File: config.mk
export PLATFORM = sky130hd
export DESIGN_NAME = wdcg_top
export DESIGN_NICKNAME = d
export VERILOG_FILES = /design/src/common/wdcg_pkg.sv /design/src/hw/wdcg_guard_bit.sv /design/src/hw/wdcg_counter.sv /design/src/hw/wdcg_top.sv
export SDC_FILE = /design/constraint.sdc
export NUM_CORES = 1
export LEC_CHECK = 0
export ABC_AREA = 1
export BUFFER_PORTS_ARGS = -buffer_cell sky130_fd_sc_hd__buf_2
export CAP_MARGIN = 30
export CORE_MARGIN = 10
export CORE_UTILIZATION = 47
export CTS_BUF_LIST = sky130_fd_sc_hd__clkbuf_4
export CTS_CLUSTER_DIAMETER = 200
export DETAILED_ROUTE_END_ITERATION = 10
export GPL_TIMING_DRIVEN = 0
export PLACE_DENSITY = 0.78
export SLEW_MARGIN = 20
export SYNTH_ARGS = -nofsm -noshare
export SYNTH_HDL_FRONTEND = slang
export SYNTH_HIERARCHICAL = 1
export SYNTH_SLANG_ARGS = --single-unit
File: constraint.sdc
create_clock -name aclk -period 1.8 [get_ports aclk]
set_input_delay 0.36 -clock aclk [delete_from_list [all_inputs] [get_ports aclk]]
set_output_delay 0.36 -clock aclk [all_outputs]
set_load 0.005 [all_outputs]
File: src/common/wdcg_pkg.sv
// Shared constants and types of the watchdog control and status block.
`default_nettype none

package wdcg_pkg;

  // Bus geometry.
  localparam int unsigned ADDR_W = 18;
  localparam int unsigned DATA_W = 32;
  localparam int unsigned STRB_W = 4;
  localparam int unsigned IDX_W  = 16;

  // Register indices; the byte address is four times the index.
  localparam logic [IDX_W-1:0] IDX_CTRL = 16'hffb1;
  localparam logic [IDX_W-1:0] IDX_CNT  = 16'hffb2;
  localparam logic [IDX_W-1:0] IDX_STAT = 16'hffb3;
  localparam logic [IDX_W-1:0] IDX_MASK = 16'hffb4;

  // Field positions of the control and status byte.
  localparam int unsigned BIT_CNT_GUARD  = 7;
  localparam int unsigned BIT_CNT_WEN    = 6;
  localparam int unsigned BIT_CTRL_GUARD = 5;
  localparam int unsigned BIT_CTRL_WEN   = 4;
  localparam int unsigned BIT_RUN_GUARD  = 3;
  localparam int unsigned BIT_RUN        = 2;
  localparam int unsigned BIT_FLAG_GUARD = 1;
  localparam int unsigned BIT_FLAG       = 0;
  localparam logic [7:0]  GUARD_MASK     = 8'haa;

  // Reset values of the writable control bits.
  localparam logic RST_CNT_WEN  = 1'h0;
  localparam logic RST_CTRL_WEN = 1'h0;
  localparam logic RST_RUN      = 1'h0;

  // Interrupt status and mask layout.
  localparam int unsigned IRQ_W       = 2;
  localparam int unsigned IRQ_OVF     = 0;
  localparam int unsigned IRQ_REJ     = 1;
  localparam logic [IRQ_W-1:0] RST_MASK = 2'h0;

  // Counter and its prescaler.
  localparam int unsigned CNT_W     = 8;
  localparam logic [CNT_W-1:0] CNT_MAX = 8'hff;
  localparam int unsigned TICK_W    = 4;
  localparam logic [TICK_W-1:0] TICK_LAST = 4'hf;

  // Bus responses.
  localparam logic [1:0] RESP_OKAY   = 2'h0;
  localparam logic [1:0] RESP_SLVERR = 2'h2;

  typedef struct packed {
    logic cnt_wen;
    logic ctrl_wen;
    logic run;
    logic rst_flag;
  } wdcg_ctrl_s;

  typedef struct packed {
    logic [ADDR_W-1:0] addr;
    logic [DATA_W-1:0] data;
    logic [STRB_W-1:0] strb;
  } wdcg_wreq_s;

  typedef enum logic [3:0] {
    WS_IDLE   = 4'b0001,
    WS_HAVE_A = 4'b0010,
    WS_HAVE_W = 4'b0100,
    WS_RESP   = 4'b1000
  } wdcg_wstate_e;

  typedef enum logic [1:0] {
    RS_IDLE = 2'b01,
    RS_RESP = 2'b10
  } wdcg_rstate_e;

endpackage

`default_nettype wire

File: src/hw/wdcg_guard_bit.sv
// One protected control bit that changes only under its guard and enable.
`default_nettype none

module wdcg_guard_bit #(
  parameter logic RST = 1'b0
) (
  input  wire logic aclk,    // System clock.
  input  wire logic aresetn, // Synchronous reset, active low.
  input  wire logic wr,      // Whole-byte write to the register.
  input  wire logic allow,   // Enable condition for this bit.
  input  wire logic guard,   // Written guard bit; 0 opens the bit.
  input  wire logic din,     // Written value of this bit.
  output logic      q        // Stored bit.
);
  import wdcg_pkg::*;

  logic q_d;

  assign q_d = (wr && allow && !guard) ? din : q;

  always_ff @(posedge aclk) begin
    if (!aresetn) begin
      q <= RST;
    end else begin
      q <= q_d;
    end
  end

endmodule

`default_nettype wire

File: src/hw/wdcg_counter.sv
// Watchdog up-counter with prescaler, software load and overflow pulse.
`default_nettype none

module wdcg_counter (
  input  wire logic                       aclk,     // System clock.
  input  wire logic                       aresetn,  // Synchronous reset, active low.
  input  wire logic                       run,      // Count while high.
  input  wire logic                       load,     // Load strobe, one cycle.
  input  wire logic [wdcg_pkg::CNT_W-1:0] load_val, // Value to load.
  output logic      [wdcg_pkg::CNT_W-1:0] count,    // Current count.
  output logic                            ovf       // Overflow pulse, one cycle.
);
  import wdcg_pkg::*;

  logic [TICK_W-1:0] pre_q;
  logic [TICK_W-1:0] pre_d;
  logic [CNT_W-1:0]  cnt_d;
  logic              ovf_d;
  logic              tick;

  // The prescaler restarts while stopped so every run begins on a full period.
  assign tick  = run && (pre_q == TICK_LAST);
  assign pre_d = (!run || tick) ? '0 : pre_q + 1'b1;
  assign cnt_d = load ? load_val : (tick ? count + 1'b1 : count);
  assign ovf_d = !load && tick && (count == CNT_MAX);

  always_ff @(posedge aclk) begin
    if (!aresetn) begin
      pre_q <= '0;
      count <= '0;
      ovf   <= 1'b0;
    end else begin
      pre_q <= pre_d;
      count <= cnt_d;
      ovf   <= ovf_d;
    end
  end

endmodule

`default_nettype wire

File: src/hw/wdcg_top.sv
// Watchdog control and status register with guarded writes behind AXI4-Lite.
// Overview of operation
// - Counter write enable changes only with guard 0.
// - Counter accepts writes only while enabled.
// - Control write enable changes only with guard 0.
// - Run and flag writable only under control enable.
// - Run bit changes only with its guard 0.
// - Counter counts while run, holds while stopped.
// - Run set or cleared by guarded write; reset clears.
// - Software clears the reset flag only with its guard 0.
// - Counter overflow sets the reset flag.
// - External pin or guarded zero write clears flag.
// - Guard bits always read back as one.
//
// The AXI4-Lite interface to the registers was decided locally.
`default_nettype none

module wdcg_top (
  input  wire logic                        aclk,                // System clock.
  input  wire logic                        aresetn,             // Synchronous reset, low.
  input  wire logic [wdcg_pkg::ADDR_W-1:0] s_axi_awaddr,        // Write address.
  input  wire logic                        s_axi_awvalid,       // Write address valid.
  output logic                             s_axi_awready,       // Write address ready.
  input  wire logic [wdcg_pkg::DATA_W-1:0] s_axi_wdata,         // Write data.
  input  wire logic [wdcg_pkg::STRB_W-1:0] s_axi_wstrb,         // Write byte strobes.
  input  wire logic                        s_axi_wvalid,        // Write data valid.
  output logic                             s_axi_wready,        // Write data ready.
  output logic      [1:0]                  s_axi_bresp,         // Write response.
  output logic                             s_axi_bvalid,        // Write response valid.
  input  wire logic                        s_axi_bready,        // Write response ready.
  input  wire logic [wdcg_pkg::ADDR_W-1:0] s_axi_araddr,        // Read address.
  input  wire logic                        s_axi_arvalid,       // Read address valid.
  output logic                             s_axi_arready,       // Read address ready.
  output logic      [wdcg_pkg::DATA_W-1:0] s_axi_rdata,         // Read data.
  output logic      [1:0]                  s_axi_rresp,         // Read response.
  output logic                             s_axi_rvalid,        // Read data valid.
  input  wire logic                        s_axi_rready,        // Read data ready.
  input  wire logic                        external_reset_pin_n, // Reset pin, low.
  output logic                             internal_reset,      // Watchdog reset pulse.
  output logic                             irq                  // Interrupt, high level.
);
  import wdcg_pkg::*;

  wdcg_wstate_e      ws_q;
  wdcg_wstate_e      ws_d;
  wdcg_rstate_e      rs_q;
  wdcg_rstate_e      rs_d;
  wdcg_wreq_s        wreq_q;
  wdcg_ctrl_s        ctrl;
  logic              commit_q;
  logic [1:0]        bresp_q;
  logic [DATA_W-1:0] rdata_q;
  logic [1:0]        rresp_q;
  logic              rd_ctrl_q;
  logic              flag_q;
  logic              flag_d;
  logic [IRQ_W-1:0]  stat_q;
  logic [IRQ_W-1:0]  stat_d;
  logic [IRQ_W-1:0]  mask_q;
  logic [IRQ_W-1:0]  mask_d;
  logic [CNT_W-1:0]  count;
  logic              ovf;

  // Write channel: address and data may arrive in either order.
  wire aw_hs = s_axi_awvalid && s_axi_awready;
  wire w_hs  = s_axi_wvalid && s_axi_wready;
  wire b_hs  = s_axi_bvalid && s_axi_bready;

  assign s_axi_awready = (ws_q == WS_IDLE) || (ws_q == WS_HAVE_W);
  assign s_axi_wready  = (ws_q == WS_IDLE) || (ws_q == WS_HAVE_A);
  assign s_axi_bvalid  = (ws_q == WS_RESP) && !commit_q;
  assign s_axi_bresp   = bresp_q;

  always_comb begin
    ws_d = ws_q;
    case (ws_q)
      WS_IDLE: begin
        if (aw_hs && w_hs) begin
          ws_d = WS_RESP;
        end else if (aw_hs) begin
          ws_d = WS_HAVE_A;
        end else if (w_hs) begin
          ws_d = WS_HAVE_W;
        end
      end
      WS_HAVE_A: begin
        if (w_hs) begin
          ws_d = WS_RESP;
        end
      end
      WS_HAVE_W: begin
        if (aw_hs) begin
          ws_d = WS_RESP;
        end
      end
      WS_RESP: begin
        if (b_hs) begin
          ws_d = WS_IDLE;
        end
      end
      default: begin
        ws_d = WS_IDLE;
      end
    endcase
  end

  wire start_commit = (ws_q != WS_RESP) && (ws_d == WS_RESP);

  always_ff @(posedge aclk) begin
    if (!aresetn) begin
      ws_q     <= WS_IDLE;
      commit_q <= 1'b0;
      wreq_q   <= '0;
    end else begin
      ws_q     <= ws_d;
      commit_q <= start_commit;
      if (aw_hs) begin
        wreq_q.addr <= s_axi_awaddr;
      end
      if (w_hs) begin
        wreq_q.data <= s_axi_wdata;
        wreq_q.strb <= s_axi_wstrb;
      end
    end
  end

  // Write decode. Only lane 0 carries the byte; a write without it is ignored.
  wire [IDX_W-1:0] w_idx    = wreq_q.addr[ADDR_W-1:2];
  wire             w_ctrl   = (w_idx == IDX_CTRL);
  wire             w_cnt    = (w_idx == IDX_CNT);
  wire             w_stat   = (w_idx == IDX_STAT);
  wire             w_mask   = (w_idx == IDX_MASK);
  wire             w_mapped = w_ctrl || w_cnt || w_stat || w_mask;
  wire             lane0    = wreq_q.strb[0];
  wire [7:0]       wd       = wreq_q.data[7:0];
  wire             ctrl_wr  = commit_q && w_ctrl && lane0;
  wire             cnt_wr   = commit_q && w_cnt && lane0;
  wire             mask_wr  = commit_q && w_mask && lane0;

  always_ff @(posedge aclk) begin
    if (!aresetn) begin
      bresp_q <= RESP_OKAY;
    end else if (commit_q) begin
      bresp_q <= w_mapped ? RESP_OKAY : RESP_SLVERR;
    end
  end

  // Each protected bit sees the enable as it stood before this write.
  wdcg_guard_bit #(.RST(RST_CNT_WEN)) u_cnt_wen (
    .aclk    (aclk),
    .aresetn (aresetn),
    .wr      (ctrl_wr),
    .allow   (1'b1),
    .guard   (wd[BIT_CNT_GUARD]),
    .din     (wd[BIT_CNT_WEN]),
    .q       (ctrl.cnt_wen)
  );

  wdcg_guard_bit #(.RST(RST_CTRL_WEN)) u_ctrl_wen (
    .aclk    (aclk),
    .aresetn (aresetn),
    .wr      (ctrl_wr),
    .allow   (1'b1),
    .guard   (wd[BIT_CTRL_GUARD]),
    .din     (wd[BIT_CTRL_WEN]),
    .q       (ctrl.ctrl_wen)
  );

  wdcg_guard_bit #(.RST(RST_RUN)) u_run (
    .aclk    (aclk),
    .aresetn (aresetn),
    .wr      (ctrl_wr),
    .allow   (ctrl.ctrl_wen),
    .guard   (wd[BIT_RUN_GUARD]),
    .din     (wd[BIT_RUN]),
    .q       (ctrl.run)
  );

  // The counter only loads when its write enable is already open.
  wire cnt_load = cnt_wr && ctrl.cnt_wen;
  wire cnt_rej  = cnt_wr && !ctrl.cnt_wen;

  wdcg_counter u_counter (
    .aclk     (aclk),
    .aresetn  (aresetn),
    .run      (ctrl.run),
    .load     (cnt_load),
    .load_val (wd),
    .count    (count),
    .ovf      (ovf)
  );

  // The flag must survive the reset that it reports, so the bus reset
  // leaves it alone; only the external pin and software clear it.
  wire flag_sw_clr = ctrl_wr && ctrl.ctrl_wen && !wd[BIT_FLAG_GUARD] && !wd[BIT_FLAG];
  wire flag_clr    = !external_reset_pin_n || flag_sw_clr;

  assign flag_d        = ovf ? 1'b1 : (flag_clr ? 1'b0 : flag_q);
  assign ctrl.rst_flag = flag_q;

  always_ff @(posedge aclk) begin
    flag_q <= flag_d;
  end

  always_ff @(posedge aclk) begin
    if (!aresetn) begin
      internal_reset <= 1'b0;
    end else begin
      internal_reset <= ovf;
    end
  end

  // Read channel.
  wire ar_hs = s_axi_arvalid && s_axi_arready;
  wire r_hs  = s_axi_rvalid && s_axi_rready;

  assign s_axi_arready = (rs_q == RS_IDLE);
  assign s_axi_rvalid  = (rs_q == RS_RESP);
  assign s_axi_rdata   = rdata_q;
  assign s_axi_rresp   = rresp_q;

  always_comb begin
    rs_d = rs_q;
    case (rs_q)
      RS_IDLE: begin
        if (ar_hs) begin
          rs_d = RS_RESP;
        end
      end
      RS_RESP: begin
        if (r_hs) begin
          rs_d = RS_IDLE;
        end
      end
      default: begin
        rs_d = RS_IDLE;
      end
    endcase
  end

  wire [IDX_W-1:0] r_idx    = s_axi_araddr[ADDR_W-1:2];
  wire             r_ctrl   = (r_idx == IDX_CTRL);
  wire             r_cnt    = (r_idx == IDX_CNT);
  wire             r_stat   = (r_idx == IDX_STAT);
  wire             r_mask   = (r_idx == IDX_MASK);
  wire             r_mapped = r_ctrl || r_cnt || r_stat || r_mask;
  wire [7:0]       ctrl_rd  = GUARD_MASK | {1'b0, ctrl.cnt_wen, 1'b0, ctrl.ctrl_wen,
                                            1'b0, ctrl.run, 1'b0, ctrl.rst_flag};
  wire [7:0]       rd_byte  = r_ctrl ? ctrl_rd :
                              r_cnt  ? count :
                              r_stat ? {6'h00, stat_q} :
                              r_mask ? {6'h00, mask_q} : 8'h00;

  always_ff @(posedge aclk) begin
    if (!aresetn) begin
      rs_q      <= RS_IDLE;
      rdata_q   <= '0;
      rresp_q   <= RESP_OKAY;
      rd_ctrl_q <= 1'b0;
    end else begin
      rs_q <= rs_d;
      if (ar_hs) begin
        rdata_q   <= {24'h000000, rd_byte};
        rresp_q   <= r_mapped ? RESP_OKAY : RESP_SLVERR;
        rd_ctrl_q <= r_ctrl;
      end
    end
  end

  // Sticky events; a status read clears them, but a new event wins.
  wire [IRQ_W-1:0] stat_ev  = {cnt_rej, ovf};
  wire [IRQ_W-1:0] stat_clr = (ar_hs && r_stat) ? {IRQ_W{1'b1}} : {IRQ_W{1'b0}};

  assign stat_d = (stat_q & ~stat_clr) | stat_ev;
  assign mask_d = mask_wr ? wd[IRQ_W-1:0] : mask_q;

  always_ff @(posedge aclk) begin
    if (!aresetn) begin
      stat_q <= '0;
      mask_q <= RST_MASK;
      irq    <= 1'b0;
    end else begin
      stat_q <= stat_d;
      mask_q <= mask_d;
      irq    <= |(stat_d & mask_d);
    end
  end
endmodule

`default_nettype wire

---- Word-level counts from Yosys, hierarchy flattened ----
Index checks and enable logic that the tools add are counted.
word-level totals
  bits in registers ....................... 69
  output and inout port bits .............. 43
  word-level logic and storage cells ...... 117
  bits of input ports ..................... 80
operators by class
  reductions and logical operators ........ 50
  equal/unequal tests ..................... 20
  multiplexer cells ....................... 20
  bitwise gates (word level) .............. 5
  add/subtract/negate cells ............... 2
operator list
  operator                number
  $eq A16 B16 Y1 const B  8
  $mux W8                 4
  $logic_and A1 B1 Y1     26
  $mux W4                 6
  $mux W2                 8
  $pmux W4 S4             1
  $eq A4 B4 Y1 const B    3
  $logic_not A1 Y1        10
  $logic_or A1 B1 Y1      10
  $add A8 B1 Y8 const B   1
  $eq A8 B8 Y1 const B    1
  $add A4 B1 Y4 const B   1
  $and A2 B2 Y2           2
  $eq A4 B1 Y1 const B    1
  $eq A4 B2 Y1 const B    1
  $eq A4 B3 Y1 const B    1
  $ne A2 B1 Y1 const B    2
  $ne A4 B4 Y1 const B    1
  $pmux W2 S2             1
  $reduce_or A2 Y1        2
  $eq A2 B1 Y1 const B    1
  $eq A2 B2 Y1 const B    1
  $not A2 Y2              1
  $or A2 B2 Y2            1
  other kinds (3)         3

---- Longest topological paths before layout ----
Gate-level depths: netlist of run 1.
  depth in word-level cells ............... 9
  gate-level depth with buffers ........... 11
  gate-level depth less buffers ........... 11

---- Hierarchy ----
Netlist of run 1, hierarchy kept.
modules (own cells, without submodules)
  module          instances  area each (µm²)  cells each  seq. area each (µm²)
  wdcg_top        1          2616.3           357         980.9
  wdcg_counter    1          720.7            108         260.2
  wdcg_guard_bit  3          52.6             8           20.0

---- Worst setup path after synthesis of run 1 ----
Ideal clock, no wire load.
  path kind ............................... flip-flop to flip-flop
  from .................................... reg w_idx[15] (netlist name)
  to ...................................... reg u_counter/count[2] (netlist name)
  slack ................................... 0.070 ns
  library setup time ...................... 0.116 ns
  cell stages (with the launch flop) ...... 12
  data arrival time ....................... 1.614 ns
  data required time ...................... 1.684 ns
  path buffers ............................ 0
  path through ............................ dfxtp_1 > inv_1 > nor3_2 > nand2_1 > nor2_1 > nand2_1 > nor4_1 > clkinv_1 > nand2_2 > inv_2 > nor2_1 > nor2_1
on the way
  longest elaborated chain between the ends .. 5
  elaborated cells between the ends (all ways) .. 6
  classes of those cells .................. eq/ne: 1; mux: 1; reduce/logical: 4
ends and longest elaborated chain
  item                                           RTL line            source
  $eq A16 B16 Y1 *                               wdcg_top.sv:130     wire w_cnt = (w_idx == IDX_CNT);
  $logic_and A1 B1 Y1 * (2 in a row)             wdcg_top.sv:137     wire cnt_wr = commit_q && w_cnt && lane0;
  $logic_and A1 B1 Y1 *                          wdcg_top.sv:180     wire cnt_load = cnt_wr && ctrl.cnt_wen;
  via cnt_load                                   wdcg_top.sv:180
  $mux W8 or $reduce_bool A2 Y1 (tied branches)  --
  to (signal assigned)                           wdcg_counter.sv:34  count <= cnt_d;
  to (decl)                                      wdcg_counter.sv:10  output logic [wdcg_pkg::CNT_W-1:0] count,
The timed path passes the listed nets; every way through them passes the cells marked *.
A chain may end at the register's enable or synchronous reset.

---- Worst setup path in the final report of run 1 ----
  from .................................... reg w_idx[8] (netlist name)
  to ...................................... reg u_counter/count[7] (netlist name)
on the way
  longest elaborated chain between the ends .. 5
  elaborated cells between the ends (all ways) .. 6
  classes of those cells .................. eq/ne: 1; mux: 1; reduce/logical: 4
ends and longest elaborated chain
  item                                           RTL line
  $eq A16 B16 Y1 *                               wdcg_top.sv:130
  $logic_and A1 B1 Y1 * (2 in a row)             wdcg_top.sv:137
  $logic_and A1 B1 Y1 *                          wdcg_top.sv:180
  via cnt_load                                   wdcg_top.sv:180
  $mux W8 or $reduce_bool A2 Y1 (tied branches)  --
Marks and branches as above.

==> metrics.txt, run 1 <==
# TYPE chip_impl_metric gauge
chip_impl_metric{name="layout_setup_ws",unit="ns"} -0.05037
chip_impl_info{name="holdCritPathClass",value="in2reg"} 1
chip_impl_metric{name="crit_fanout",unit=""} 5
chip_impl_metric{name="setup_viol",unit=""} 6
chip_impl_metric{name="die_area",unit="um2"} 11280
chip_impl_metric{name="required",unit="ns"} 2.10
chip_impl_metric{name="cellPowerDensity",unit="nW/um2"} 749.8
chip_impl_info{name="worst_setup_path_start_kind",value="flip-flop"} 1
chip_impl_metric{name="cts.sink_count",unit=""} 65
chip_impl_metric{name="finalCriticalPeriod",unit="ns"} 1.850
chip_impl_info{name="crit_top_cell",value="nand2_2"} 1
chip_impl_metric{name="report.final.hold_viol_count",unit=""} 0
chip_impl_metric{name="cp_max_stage_delay",unit="ns"} 0.35
chip_impl_info{name="tritoncts",value="yes"} 1
chip_impl_info{name="crit_path_cell_trace",value="nand2_2, nor3_4, nand2_2, nor2_4, nand2_2, nor4_4, clkinv_2, nor2_1, nor2_1, nand3_1, nand2_1"} 1
chip_impl_metric{name="io_pins",unit=""} 123
chip_impl_metric{name="synth_xor_area_share",unit="%"} 0.2506
chip_impl_info{name="synth_top_family_by_area",value="simple AND/OR/NAND/NOR gates"} 1
chip_impl_metric{name="comb_power_share",unit="%"} 18.5
chip_impl_metric{name="postRouteAntennaNets",unit=""} 0
chip_impl_metric{name="hpwlAfterDp",unit="um"} 6639
chip_impl_metric{name="die_span_y",unit="um"} 106.2
chip_impl_metric{name="total_power",unit="W"} 0.003316
chip_impl_metric{name="nets",unit=""} 689
chip_impl_metric{name="synth-compound-area-share",unit="%"} 11.82
chip_impl_info{name="timing.setup.critical_path_class",value="reg2reg"} 1
chip_impl_metric{name="arrival",unit="ns"} 2.15
chip_impl_metric{name="initial_core_util",unit="%"} 48.18
chip_impl_metric{name="routed_wire_length_per_instance",unit="um"} 12.52
chip_impl_metric{name="synth_sequential_area_ratio",unit="%"} 37.24
chip_impl_metric{name="routed_wl",unit="um"} 8900
chip_impl_metric{name="final_design_area_no_fill",unit="um2"} 4422
chip_impl_metric{name="sequentialPowerShare",unit="%"} 48.4
chip_impl_metric{name="gpl.final_weighted_congestion",unit=""} 0.8820
chip_impl_metric{name="placed_area",unit="um2"} 4041
chip_impl_metric{name="vias",unit=""} 3402
chip_impl_metric{name="cts_buffers",unit=""} 9
chip_impl_metric{name="synthesized_area_fraction_occupied_by_and_or_nand_nor_cells",unit="%"} 34.84
chip_impl_metric{name="final.setup.tns",unit="ns"} -0.1847
chip_impl_metric{name="die-width",unit="um"} 106.2
chip_impl_metric{name="synth.ff_latch_count",unit=""} 65
chip_impl_metric{name="yosysWarningCount",unit=""} 6
chip_impl_metric{name="source_to_sink_clock_delay_at_the_later_pin_of_the_worst_skew_pair",unit="ns"} 0.41
chip_impl_metric{name="netSwitchingPower",unit="W"} 0.0009600
chip_impl_metric{name="gr-usage-all-layers",unit="%"} 15.20
chip_impl_metric{name="internal-power",unit="W"} 0.002356
chip_impl_metric{name="io_buffers",unit=""} 65
chip_impl_metric{name="core",unit="um2"} 7253
chip_impl_metric{name="cts_hold_buffers",unit=""} 0
chip_impl_metric{name="first_global_vias",unit=""} 3320
chip_impl_metric{name="clkTransAtPathRegs",unit="ns"} 0.12
chip_impl_metric{name="place_ws",unit="ns"} -0.3170
chip_impl_metric{name="floorplan.rows",unit=""} 31
chip_impl_info{name="root_buffer",value="clkbuf_4"} 1
chip_impl_metric{name="post-route-period-util",unit="%"} 102.8
chip_impl_info{name="worst_path_max_delay_cell",value="dfxtp_2"} 1
chip_impl_metric{name="ctsLongestPathBuffers",unit=""} 2
chip_impl_metric{name="post_drt_via_cell_ratio",unit=""} 4.785
chip_impl_info{name="final_cell_mix",value="nand2_1, buf_2, dfxtp_1"} 1
chip_impl_metric{name="fmax",unit="GHz"} 0.5404
chip_impl_metric{name="power.ir.vdd_worst",unit="uV"} 529.0
chip_impl_metric{name="total_congestion_overflow",unit=""} 0
chip_impl_metric{name="synth.lib_cells_used.distinct",unit=""} 38
chip_impl_metric{name="synth-adder-area-share",unit="%"} 0.7161
chip_impl_metric{name="wire_length_of_the_first_global_routing_pass",unit="um"} 14520
chip_impl_metric{name="grt_start_max_net_pins",unit=""} 18
chip_impl_metric{name="remaining_drc_errors",unit=""} 0
chip_impl_metric{name="drt_first_pass_iters",unit=""} 5
chip_impl_metric{name="diodes",unit=""} 0
chip_impl_metric{name="p_clk_share",unit="%"} 33.1
chip_impl_info{name="status",value="finished with violations"} 1
chip_impl_metric{name="drt_first_iter_violations",unit=""} 126
chip_impl_metric{name="antenna_found_initial",unit=""} 0
chip_impl_metric{name="postSynthCellCount",unit=""} 489
chip_impl_metric{name="mappedNetlistArea",unit="um2"} 3495
chip_impl_metric{name="final_core_utilization",unit="%"} 60.96
chip_impl_info{name="setup_repair_after_global_routing_missed_its_margin",value="true"} 1
chip_impl_info{name="violations",value="setup timing"} 1
chip_impl_info{name="final_common_cell",value="nand2_1"} 1
chip_impl_info{name="worstSetupEndpointType",value="flip-flop"} 1
chip_impl_metric{name="final_layout_size_suffix_gt1_share",unit="%"} 34.15
chip_impl_metric{name="ctsHtreeMaxLevel",unit=""} 3
chip_impl_metric{name="cellLeakagePower",unit="nW"} 2.139
chip_impl_metric{name="switching_fraction_of_total_power",unit="%"} 28.96
chip_impl_metric{name="synth_area_per_cell",unit="um2"} 7.146
chip_impl_metric{name="max-cap-violations",unit=""} 0
chip_impl_metric{name="mux_share_of_post_synthesis_cell_area",unit="%"} 0
chip_impl_metric{name="timing.clock.skew",unit="ns"} 0.01725
chip_impl_metric{name="area_delta_synth_final",unit="%"} 26.53
chip_impl_metric{name="final-max-slew-violation-count",unit=""} 0
[final cells by class]
cell class              count  area, um2
flip-flops and latches     65       1316
plain buffers              37      280.3
clock inverters             7      85.08
repair inverters            1      6.256
fillers                   666       2831
well taps                  99      123.9
inverters                  63      240.2
clock buffers               9      67.56
multi-input cells         349       1857
repair buffers             81      445.4
[power groups by stage]
stage / logic (W) / clock network (W) / registers, W
after floorplan: 0.000382 / 0 / 0.00161
after detailed placement: 0.000529 / 0 / 0.00163
final: 0.000613 / 0.00110 / 0.00161
after global placement: 0.000515 / 0 / 0.00162
after CTS: 0.000558 / 0.00111 / 0.00160
after global routing: 0.000682 / 0.00120 / 0.00162
[cells in the mapped netlist, drive strengths merged]
| library cell | instances | area [um2] |
|---|---|---|
| a2111oi | 1 | 27.53 |
| a21oi | 36 | 191.4 |
| a31oi | 1 | 6.260 |
| and2 | 1 | 6.260 |
| buf | 37 | 281.5 |
| clkbuf | 1 | 3.750 |
| clkinv | 1 | 3.750 |
| conb | 2 | 7.510 |
| dfxtp | 65 | 1301 |
| ha | 2 | 25.02 |
| inv | 62 | 232.7 |
| nand2 | 113 | 474.2 |
| nand3 | 55 | 307.8 |
| nand4 | 6 | 52.55 |
| nor2 | 60 | 296.5 |
| nor3 | 7 | 55.05 |
| nor4 | 3 | 18.77 |
| o2111ai | 1 | 8.760 |
| o21ai | 29 | 148.9 |
| o21bai | 3 | 22.52 |
| o31ai | 1 | 7.510 |
| or2 | 1 | 6.260 |
| xnor2 | 1 | 8.760 |
[metrics by stage]
step / std cells / hold WS, ns
after CTS: 703 / 0.1563
after detailed placement: 679 / 0.4327
after floorplan: 515 / 0.4071
after global placement: 679 / 0.4293
final: 711 / 0.1747
after global routing: 711 / 0.1582
[metal layers]
metal  track usage [%]  part of all wire (%)  vias up
li1                  -                     -     1750
met1             16.63                    42     1529
met2             26.06                    48      107
met3             6.703                   8.2       16
met4             4.449                   1.7        0
met5                 0                     0        -
[cell families after synthesis]
group,count (synthesis)
xor gates and xnor gates,1
buffers and inverters,101
and+or+nand+nor,246
DFF,65
AOI/OAI and AO/OA,72
other,2
adders and majority gates,2
[registers in the layout (all words and copies together) (netlist names)]
| name | cells |
|---|---|
| u_cnt_wen/q | 1 |
| s_axi_rdata | 8 |
| u_counter/count | 8 |
| u_counter/ovf | 1 |
| s_axi_rresp | 1 |
| rs_q | 2 |
| mask_q | 2 |
| s_axi_bresp | 1 |
| flag_q | 1 |
| stat_q | 2 |
| u_run/q | 1 |
| ws_q | 4 |
| irq | 1 |
| wd | 8 |
| internal_reset | 1 |
| lane0 | 1 |
| w_idx | 16 |
| u_counter/pre_q | 4 |
| u_ctrl_wen/q | 1 |
| commit_q | 1 |
[final timing paths]
check | startpoint | end | slack, ns | depth (start not counted)
min reg2reg | u_counter/ovf | internal_reset | 0.45 | 2
min | s_axi_rready | rs_q[0] | 0.17 | 3
max reg2reg | w_idx[8] | u_counter/count[7] | -0.05 | 11
max | w_idx[8] | u_counter/count[7] | -0.05 | 11
[worst max-delay path, delay by kind of cell (launching register included)]
| kind | cells | cell delay (ns) |
|---|---|---|
| AND/OR/NAND/NOR | 10 | 1.21 |
| flip-flops | 1 | 0.35 |
| buffers and inverters | 1 | 0.20 |
[what timing repair did]
action                     in CTS  in global routing
pin swaps                       1                 12
resized for setup              16                 24
setup endpoints to repair      10                 10
buffers inserted                7                  9
cloned                          1                  0
Note: power is estimated with default switching activity, not from simulation.
==> run 2, diff against run 1 <==
--- a/config.mk
+++ b/config.mk
@@ -9,12 +9,12 @@
 export BUFFER_PORTS_ARGS = -buffer_cell sky130_fd_sc_hd__buf_2
 export CAP_MARGIN = 30
 export CORE_MARGIN = 10
-export CORE_UTILIZATION = 47
+export CORE_UTILIZATION = 56
 export CTS_BUF_LIST = sky130_fd_sc_hd__clkbuf_4
 export CTS_CLUSTER_DIAMETER = 200
 export DETAILED_ROUTE_END_ITERATION = 10
 export GPL_TIMING_DRIVEN = 0
-export PLACE_DENSITY = 0.78
+export PLACE_DENSITY = 0.87
 export SLEW_MARGIN = 20
 export SYNTH_ARGS = -nofsm -noshare
 export SYNTH_HDL_FRONTEND = slang
==> constraint.sdc (replaced) <==
create_clock -name aclk -period 2.23 [get_ports aclk]
set_input_delay 0.446 -clock aclk [delete_from_list [all_inputs] [get_ports aclk]]
set_output_delay 0.446 -clock aclk [all_outputs]
set_load 0.005 [all_outputs]
==> run 2 against run 1 <==
The flow now finishes without violations; power shrank 24%; clock power down 28%; via count shrank 1.4%; first-iteration DRC count increased by 79%; global-route usage grew 2.1 points; register-to-register slack gained 0.39 ns; flip-flop and latch count stayed put; clock-buffer cell count increased by 2; sequential share of layout area up 1.5 points; setup slack better by 0.33 ns; highest routed layer unchanged.
==> metrics.txt, run 2 (same netlist as run 1, synthesis figures left out) <==
# TYPE chip_impl_metric gauge
chip_impl_metric{name="cts_hold_buffers",unit=""} 0
chip_impl_info{name="timing.rr.start",value="w_idx[12]"} 1
chip_impl_metric{name="total_congestion_overflow",unit=""} 0
chip_impl_metric{name="area_delta_synth_final",unit="%"} 18.94
chip_impl_metric{name="reg2regPathDepth",unit=""} 11
chip_impl_info{name="tritoncts",value="yes"} 1
chip_impl_metric{name="wire_length_of_the_first_global_routing_pass",unit="um"} 14390
chip_impl_metric{name="io_pins",unit=""} 123
chip_impl_info{name="final_cell_mix",value="nand2_1, buf_2, dfxtp_1"} 1
chip_impl_metric{name="die_span_y",unit="um"} 99.00
chip_impl_metric{name="final_layout_size_suffix_gt1_share",unit="%"} 28.69
chip_impl_info{name="status",value="complete, no violations"} 1
chip_impl_metric{name="vias",unit=""} 3355
chip_impl_metric{name="grt_start_max_net_pins",unit=""} 18
chip_impl_info{name="gr-max-usage-layer",value="met2"} 1
chip_impl_info{name="root_buffer",value="clkbuf_4"} 1
chip_impl_metric{name="cts_buffers",unit=""} 9
chip_impl_info{name="setup_repair_after_global_routing_missed_its_margin",value="false"} 1
chip_impl_metric{name="globalRouteMet2Util",unit="%"} 29.26
chip_impl_metric{name="hpwlAfterDp",unit="um"} 6886
chip_impl_metric{name="cts.sink_count",unit=""} 65
chip_impl_metric{name="antenna_found_initial",unit=""} 0
chip_impl_metric{name="layout_setup_ws",unit="ns"} 0.2790
chip_impl_metric{name="footprint_of_the_multi_input_gates",unit="um2"} 1775
chip_impl_metric{name="arrival",unit="ns"} 1.51
chip_impl_metric{name="max-cap-violations",unit=""} 0
chip_impl_metric{name="final.setup.tns",unit="ns"} 0
chip_impl_metric{name="core",unit="um2"} 5991
chip_impl_metric{name="required",unit="ns"} 1.78
chip_impl_metric{name="drt_first_pass_iters",unit=""} 5
chip_impl_metric{name="fmax",unit="GHz"} 0.5125
chip_impl_metric{name="post_drt_via_cell_ratio",unit=""} 5.000
chip_impl_metric{name="timing.clock.skew",unit="ns"} 0.01252
chip_impl_info{name="worstSetupEndpointType",value="primary output"} 1
chip_impl_info{name="holdCritPathClass",value="in2reg"} 1
chip_impl_metric{name="number_of_flip_flops_under_the_largest_register_name",unit=""} 16
chip_impl_metric{name="diodes",unit=""} 0
chip_impl_metric{name="die-width",unit="um"} 99.00
chip_impl_metric{name="cts_resized",unit=""} 0
chip_impl_metric{name="die_area",unit="um2"} 9800
chip_impl_metric{name="global_route.usage.met1",unit="%"} 19.27
chip_impl_metric{name="clkTransAtPathRegs",unit="ns"} 0.10
chip_impl_metric{name="finalCriticalPeriod",unit="ns"} 1.951
chip_impl_metric{name="final-max-slew-violation-count",unit=""} 0
chip_impl_metric{name="cellLeakagePower",unit="nW"} 2.032
chip_impl_metric{name="gpl.final_weighted_congestion",unit=""} 0.9199
chip_impl_metric{name="report.final.hold_viol_count",unit=""} 0
chip_impl_metric{name="cellPowerDensity",unit="nW/um2"} 603.3
chip_impl_metric{name="io_buffers",unit=""} 65
chip_impl_info{name="timing.setup.critical_path_class",value="reg2out"} 1
chip_impl_metric{name="routed_wl",unit="um"} 8600
chip_impl_metric{name="ctsLongestPathBuffers",unit=""} 2
chip_impl_metric{name="nets",unit=""} 673
chip_impl_info{name="hold_path.startpoint",value="external_reset_pin_n"} 1
chip_impl_info{name="worst_setup_path_start_kind",value="flip-flop"} 1
chip_impl_info{name="final_common_cell",value="nand2_1"} 1
chip_impl_metric{name="worst_hold_path.num_cells",unit=""} 3
chip_impl_metric{name="drt_first_iter_violations",unit=""} 225
chip_impl_metric{name="grt_use_met3",unit="%"} 7.472
chip_impl_metric{name="floorplan.rows",unit=""} 28
chip_impl_metric{name="remaining_drc_errors",unit=""} 0
chip_impl_metric{name="filler_cell_count",unit=""} 493
chip_impl_metric{name="ctsHtreeMaxLevel",unit=""} 3
chip_impl_metric{name="power.ir.vdd_worst",unit="uV"} 400.8
chip_impl_info{name="reg2reg_to",value="u_counter/count[0]"} 1
chip_impl_metric{name="postCtsSetupBuffers",unit=""} 0
chip_impl_metric{name="first_global_vias",unit=""} 3280
chip_impl_metric{name="setup_viol",unit=""} 0
chip_impl_metric{name="routed_wire_length_per_instance",unit="um"} 12.82
chip_impl_metric{name="initial_core_util",unit="%"} 58.33
chip_impl_metric{name="post-route-period-util",unit="%"} 87.49
chip_impl_metric{name="r2r_slack",unit="ns"} 0.34
chip_impl_metric{name="crit_fanout",unit=""} 3
chip_impl_metric{name="final-seq-area",unit="um2"} 1301
chip_impl_info{name="min_to",value="flag_q"} 1
chip_impl_metric{name="postRouteAntennaNets",unit=""} 0
chip_impl_metric{name="gr-usage-all-layers",unit="%"} 17.30
chip_impl_metric{name="place_ws",unit="ns"} 0.1682
chip_impl_metric{name="source_to_sink_clock_delay_at_the_later_pin_of_the_worst_skew_pair",unit="ns"} 0.41
run 2: cell count changes in the layout (fill, tap and decap cells not counted), moves of 3 or more:
cell,change
dfxtp_1,+8
nand2_2,-3
dfxtp_2,-6
inv_1,+4
nor2_1,+4
nand2_1,+4
buf_4,-16
run 2: area by class of cell:
type / count / area share [%]
inverter: 63 / 5.689
clock inverter: 5 / 1.355
multi-input combinational: 349 / 42.72
tap: 75 / 2.258
buffer: 38 / 6.863
sequential: 65 / 31.31
timing repair buffer: 65 / 7.827
clock buffer: 11 / 1.987
run 2: report_power, final:
| part | total, W | internal [W] | switching [W] |
|---|---|---|---|
| logic | 0.000433 | 0.000182 | 0.000251 |
| clock network | 0.000788 | 0.000365 | 0.000422 |
| registers | 0.00129 | 0.00123 | 0.0000552 |
| total | 0.00251 | 0.00178 | 0.000729 |
run 2: metal layers:
layer	part of all wire, %	vias up	wire length (um)
li1	-	1721	-
met1	41	1493	3564
met2	47	128	4036
met3	10	13	866
met4	1.5	0	132
met5	0	-	0
run 2: through the flow:
stage	hold WS, ns	std cells	total power, W	utilization (%)	instance area [um2]
after global placement	0.4169	655	0.001719	66.96	4011
after global routing	0.2726	671	0.002643	69.38	4156
after detailed placement	0.4165	655	0.001740	66.96	4011
after floorplan	0.4071	515	0.001607	-	3592
after CTS	0.2756	671	0.002513	69.28	4150
final	0.2705	671	0.002508	69.38	4156
run 2: worst max path at each step:
stage / startpoint / to / slack [ns] / cells after the start
2_1_floorplan: w_idx[15] / u_counter/count[2] / 0.50 / 11
3_3_place_gp: w_idx[15] / u_counter/count[2] / 0.18 / 11
3_5_place_dp: w_idx[15] / u_counter/count[1] / 0.17 / 11
4_1_cts: w_idx[15] / u_counter/count[2] / 0.13 / 11
5_1_grt: w_idx[13] / u_counter/count[3] / 0.11 / 11
6_report: ws_q[0] / s_axi_bvalid / 0.28 / 6
run 2: worst max-delay path: stages (launching register included):
cell and delay, ns:
dfxtp_1 0.36, nor2_2 0.18, inv_1 0.05, nor3_1 0.17, inv_1 0.09, nor2_1 0.12, buf_2 0.13
==> run 3, diff against run 2 <==
--- a/config.mk
+++ b/config.mk
@@ -14,7 +14,7 @@
 export CTS_CLUSTER_DIAMETER = 200
 export DETAILED_ROUTE_END_ITERATION = 10
 export GPL_TIMING_DRIVEN = 0
-export PLACE_DENSITY = 0.87
+export PLACE_DENSITY_LB_ADDON = 0.12
 export SLEW_MARGIN = 20
 export SYNTH_ARGS = -nofsm -noshare
 export SYNTH_HDL_FRONTEND = slang
==> run 3 against run 2 <==
First-iteration DRC count fell by 28%; sequential share of layout area fell by 0.12 points; clock power rose by 14%; routed wire length fell by 3.5%; clock-buffer cell count fell by 2; non-clock buffer count did not move; core utilization rose by 0.27 points; die area did not move; setup slack got worse by 0.046 ns; critical path depth did not move; flip-flop and latch count did not move.
==> metrics.txt, run 3 (same netlist as run 1, synthesis figures left out) <==
# TYPE chip_impl_metric gauge
chip_impl_info{name="status",value="complete, no violations"} 1
chip_impl_metric{name="max-cap-violations",unit=""} 0
chip_impl_metric{name="final_hold_slack",unit="ns"} 0.2646
chip_impl_metric{name="drt_first_iter_violations",unit=""} 162
chip_impl_metric{name="drt_first_pass_iters",unit=""} 4
chip_impl_metric{name="timing.clock.skew",unit="ns"} 0.01553
chip_impl_metric{name="clkTransAtPathRegs",unit="ns"} 0.12
chip_impl_metric{name="gr-usage-all-layers",unit="%"} 16.36
chip_impl_metric{name="final_cell_count_no_fill",unit=""} 671
chip_impl_metric{name="die_span_y",unit="um"} 99.00
chip_impl_metric{name="comb_power_share",unit="%"} 16.4
chip_impl_metric{name="post-route-period-util",unit="%"} 89.55
chip_impl_info{name="timing.rr.start",value="w_idx[15]"} 1
chip_impl_info{name="min_to",value="ws_q[0]"} 1
chip_impl_metric{name="dpl.cell_count",unit=""} 655
chip_impl_metric{name="diodes",unit=""} 0
chip_impl_info{name="holdCritPathClass",value="in2reg"} 1
chip_impl_metric{name="placed_area",unit="um2"} 4011
chip_impl_metric{name="switching_fraction_of_total_power",unit="%"} 28.60
chip_impl_metric{name="cts.sink_count",unit=""} 65
chip_impl_metric{name="fmax",unit="GHz"} 0.5008
chip_impl_metric{name="r2r_slack",unit="ns"} 0.25
chip_impl_metric{name="antenna_found_initial",unit=""} 0
chip_impl_metric{name="die_area",unit="um2"} 9800
chip_impl_metric{name="final_layout_size_suffix_gt1_share",unit="%"} 28.52
chip_impl_metric{name="cp_max_stage_delay",unit="ns"} 0.37
chip_impl_metric{name="final-max-slew-violation-count",unit=""} 0
chip_impl_metric{name="ctsLongestPathBuffers",unit=""} 2
chip_impl_metric{name="wire_length_of_the_first_global_routing_pass",unit="um"} 13730
chip_impl_metric{name="nets",unit=""} 673
chip_impl_info{name="worst_path_max_delay_cell",value="dfxtp_1"} 1
chip_impl_metric{name="source_to_sink_clock_delay_at_the_later_pin_of_the_worst_skew_pair",unit="ns"} 0.40
chip_impl_metric{name="area_delta_synth_final",unit="%"} 19.41
chip_impl_metric{name="gpl.final_weighted_congestion",unit=""} 0.9038
chip_impl_metric{name="final_design_area_no_fill",unit="um2"} 4173
chip_impl_metric{name="die-width",unit="um"} 99.00
chip_impl_metric{name="cts_buffers",unit=""} 9
chip_impl_info{name="critical_path.top_delay_family",value="simple AND/OR/NAND/NOR gates"} 1
chip_impl_metric{name="vias",unit=""} 3255
chip_impl_info{name="final_cell_mix",value="nand2_1, buf_2, dfxtp_1"} 1
chip_impl_metric{name="remaining_drc_errors",unit=""} 0
chip_impl_metric{name="total_congestion_overflow",unit=""} 0
chip_impl_metric{name="routed_wire_length_per_instance",unit="um"} 12.37
chip_impl_metric{name="worst_hold_path.num_cells",unit=""} 3
chip_impl_info{name="tritoncts",value="yes"} 1
chip_impl_metric{name="postRouteAntennaNets",unit=""} 0
chip_impl_metric{name="ctsHtreeMaxLevel",unit=""} 3
chip_impl_metric{name="sequentialPowerShare",unit="%"} 49.2
chip_impl_metric{name="final_core_utilization",unit="%"} 69.65
chip_impl_info{name="crit_top_cell",value="inv_1"} 1
chip_impl_info{name="timing.setup.critical_path_class",value="reg2out"} 1
chip_impl_metric{name="cellLeakagePower",unit="nW"} 2.037
chip_impl_metric{name="arrival",unit="ns"} 1.55
chip_impl_metric{name="core",unit="um2"} 5991
chip_impl_info{name="setup_repair_after_global_routing_missed_its_margin",value="false"} 1
chip_impl_metric{name="io_pins",unit=""} 123
chip_impl_metric{name="first_global_vias",unit=""} 3155
chip_impl_metric{name="required",unit="ns"} 1.78
chip_impl_metric{name="crit_buf_inv",unit=""} 3
chip_impl_metric{name="initial_core_util",unit="%"} 58.33
chip_impl_metric{name="reg2regPathDepth",unit=""} 11
chip_impl_info{name="crit_path_cell_trace",value="nor2_2, inv_1, nor3_1, inv_1, nor2_1, buf_2"} 1
chip_impl_metric{name="hpwlAfterDp",unit="um"} 6677
chip_impl_metric{name="routed_wl",unit="um"} 8297
chip_impl_metric{name="finalCriticalPeriod",unit="ns"} 1.997
chip_impl_metric{name="setup_viol",unit=""} 0
chip_impl_metric{name="final.setup.tns",unit="ns"} 0
chip_impl_metric{name="io_buffers",unit=""} 65
chip_impl_info{name="hold_path.startpoint",value="s_axi_bready"} 1
chip_impl_metric{name="post_drt_via_cell_ratio",unit=""} 4.851
chip_impl_metric{name="crit_fanout",unit=""} 3
chip_impl_info{name="reg2reg_to",value="u_counter/count[0]"} 1
chip_impl_metric{name="report.final.hold_viol_count",unit=""} 0
chip_impl_info{name="worstSetupEndpointType",value="primary output"} 1
chip_impl_info{name="worst_setup_path_start_kind",value="flip-flop"} 1
chip_impl_info{name="root_buffer",value="clkbuf_4"} 1
chip_impl_metric{name="power.ir.vdd_worst",unit="uV"} 721.0
chip_impl_info{name="final_common_cell",value="nand2_1"} 1
chip_impl_metric{name="postCtsSetupBuffers",unit=""} 0
chip_impl_metric{name="netSwitchingPower",unit="W"} 0.0007482
chip_impl_metric{name="floorplan.rows",unit=""} 28
chip_impl_metric{name="grt_start_max_net_pins",unit=""} 18
chip_impl_metric{name="cellPowerDensity",unit="nW/um2"} 626.9
chip_impl_metric{name="cts_hold_buffers",unit=""} 0
chip_impl_metric{name="number_of_flip_flops_under_the_largest_register_name",unit=""} 16
chip_impl_metric{name="internal-power",unit="W"} 0.001868
chip_impl_metric{name="p_clk_share",unit="%"} 34.4
[run 3: layout make-up]
type | count | area, um2
inverters | 63 | 236.5
multi-input cells | 349 | 1769
clock buffers | 9 | 67.56
well taps | 75 | 93.84
clock inverters | 7 | 93.84
plain buffers | 38 | 285.3
fillers | 530 | 1818
repair buffers | 65 | 325.3
flip-flops and latches | 65 | 1301
[run 3: tightest hold or removal path, cell delays in order]
cell and delay (ns):
buf_2 0.09, nand2_1 0.05, o2111ai_1 0.06
[run 3: metrics by stage]
step,worst slack [ns],total power (W)
floorplan,0.5000,0.001607
global placement,0.1722,0.001724
detailed placement,0.1802,0.001741
CTS,0.1521,0.002624
global route,0.001040,0.002749
finish,0.2331,0.002616
[run 3: worst max path at each step]
stage              start                 end  slack (ns)  cells after the start
5_1_grt         w_idx[8]  u_counter/count[0]       0.001                     11
6_report         ws_q[0]        s_axi_bvalid        0.23                      6
2_1_floorplan  w_idx[15]  u_counter/count[2]        0.50                     11
4_1_cts        w_idx[15]  u_counter/count[2]        0.15                     11
3_3_place_gp   w_idx[15]  u_counter/count[2]        0.17                     11
3_5_place_dp   w_idx[15]  u_counter/count[2]        0.18                     11
[run 3: what timing repair did]
action / CTS / global route
gates resized for setup: 0 / 1
hold endpoints to repair: 0 / 0
endpoints found under the setup margin: 0 / 8
[run 3: layer usage]
layer  track usage (%)  share of wire (%)  vias up
li1                  -                  -     1726
met1             20.18                 46     1409
met2             26.10                 44      106
met3             5.447                8.6       14
met4             5.402                1.3        0
met5                 0                  0        -
[run 3: power groups by stage]
stage               Combinational, W  Sequential (W)  Clock (W)
floorplan                   0.000308         0.00130          0
global placement            0.000415         0.00131          0
detailed placement          0.000428         0.00131          0
CTS                         0.000429         0.00129   0.000908
global route                0.000489         0.00130   0.000963
finish                      0.000430         0.00129   0.000899
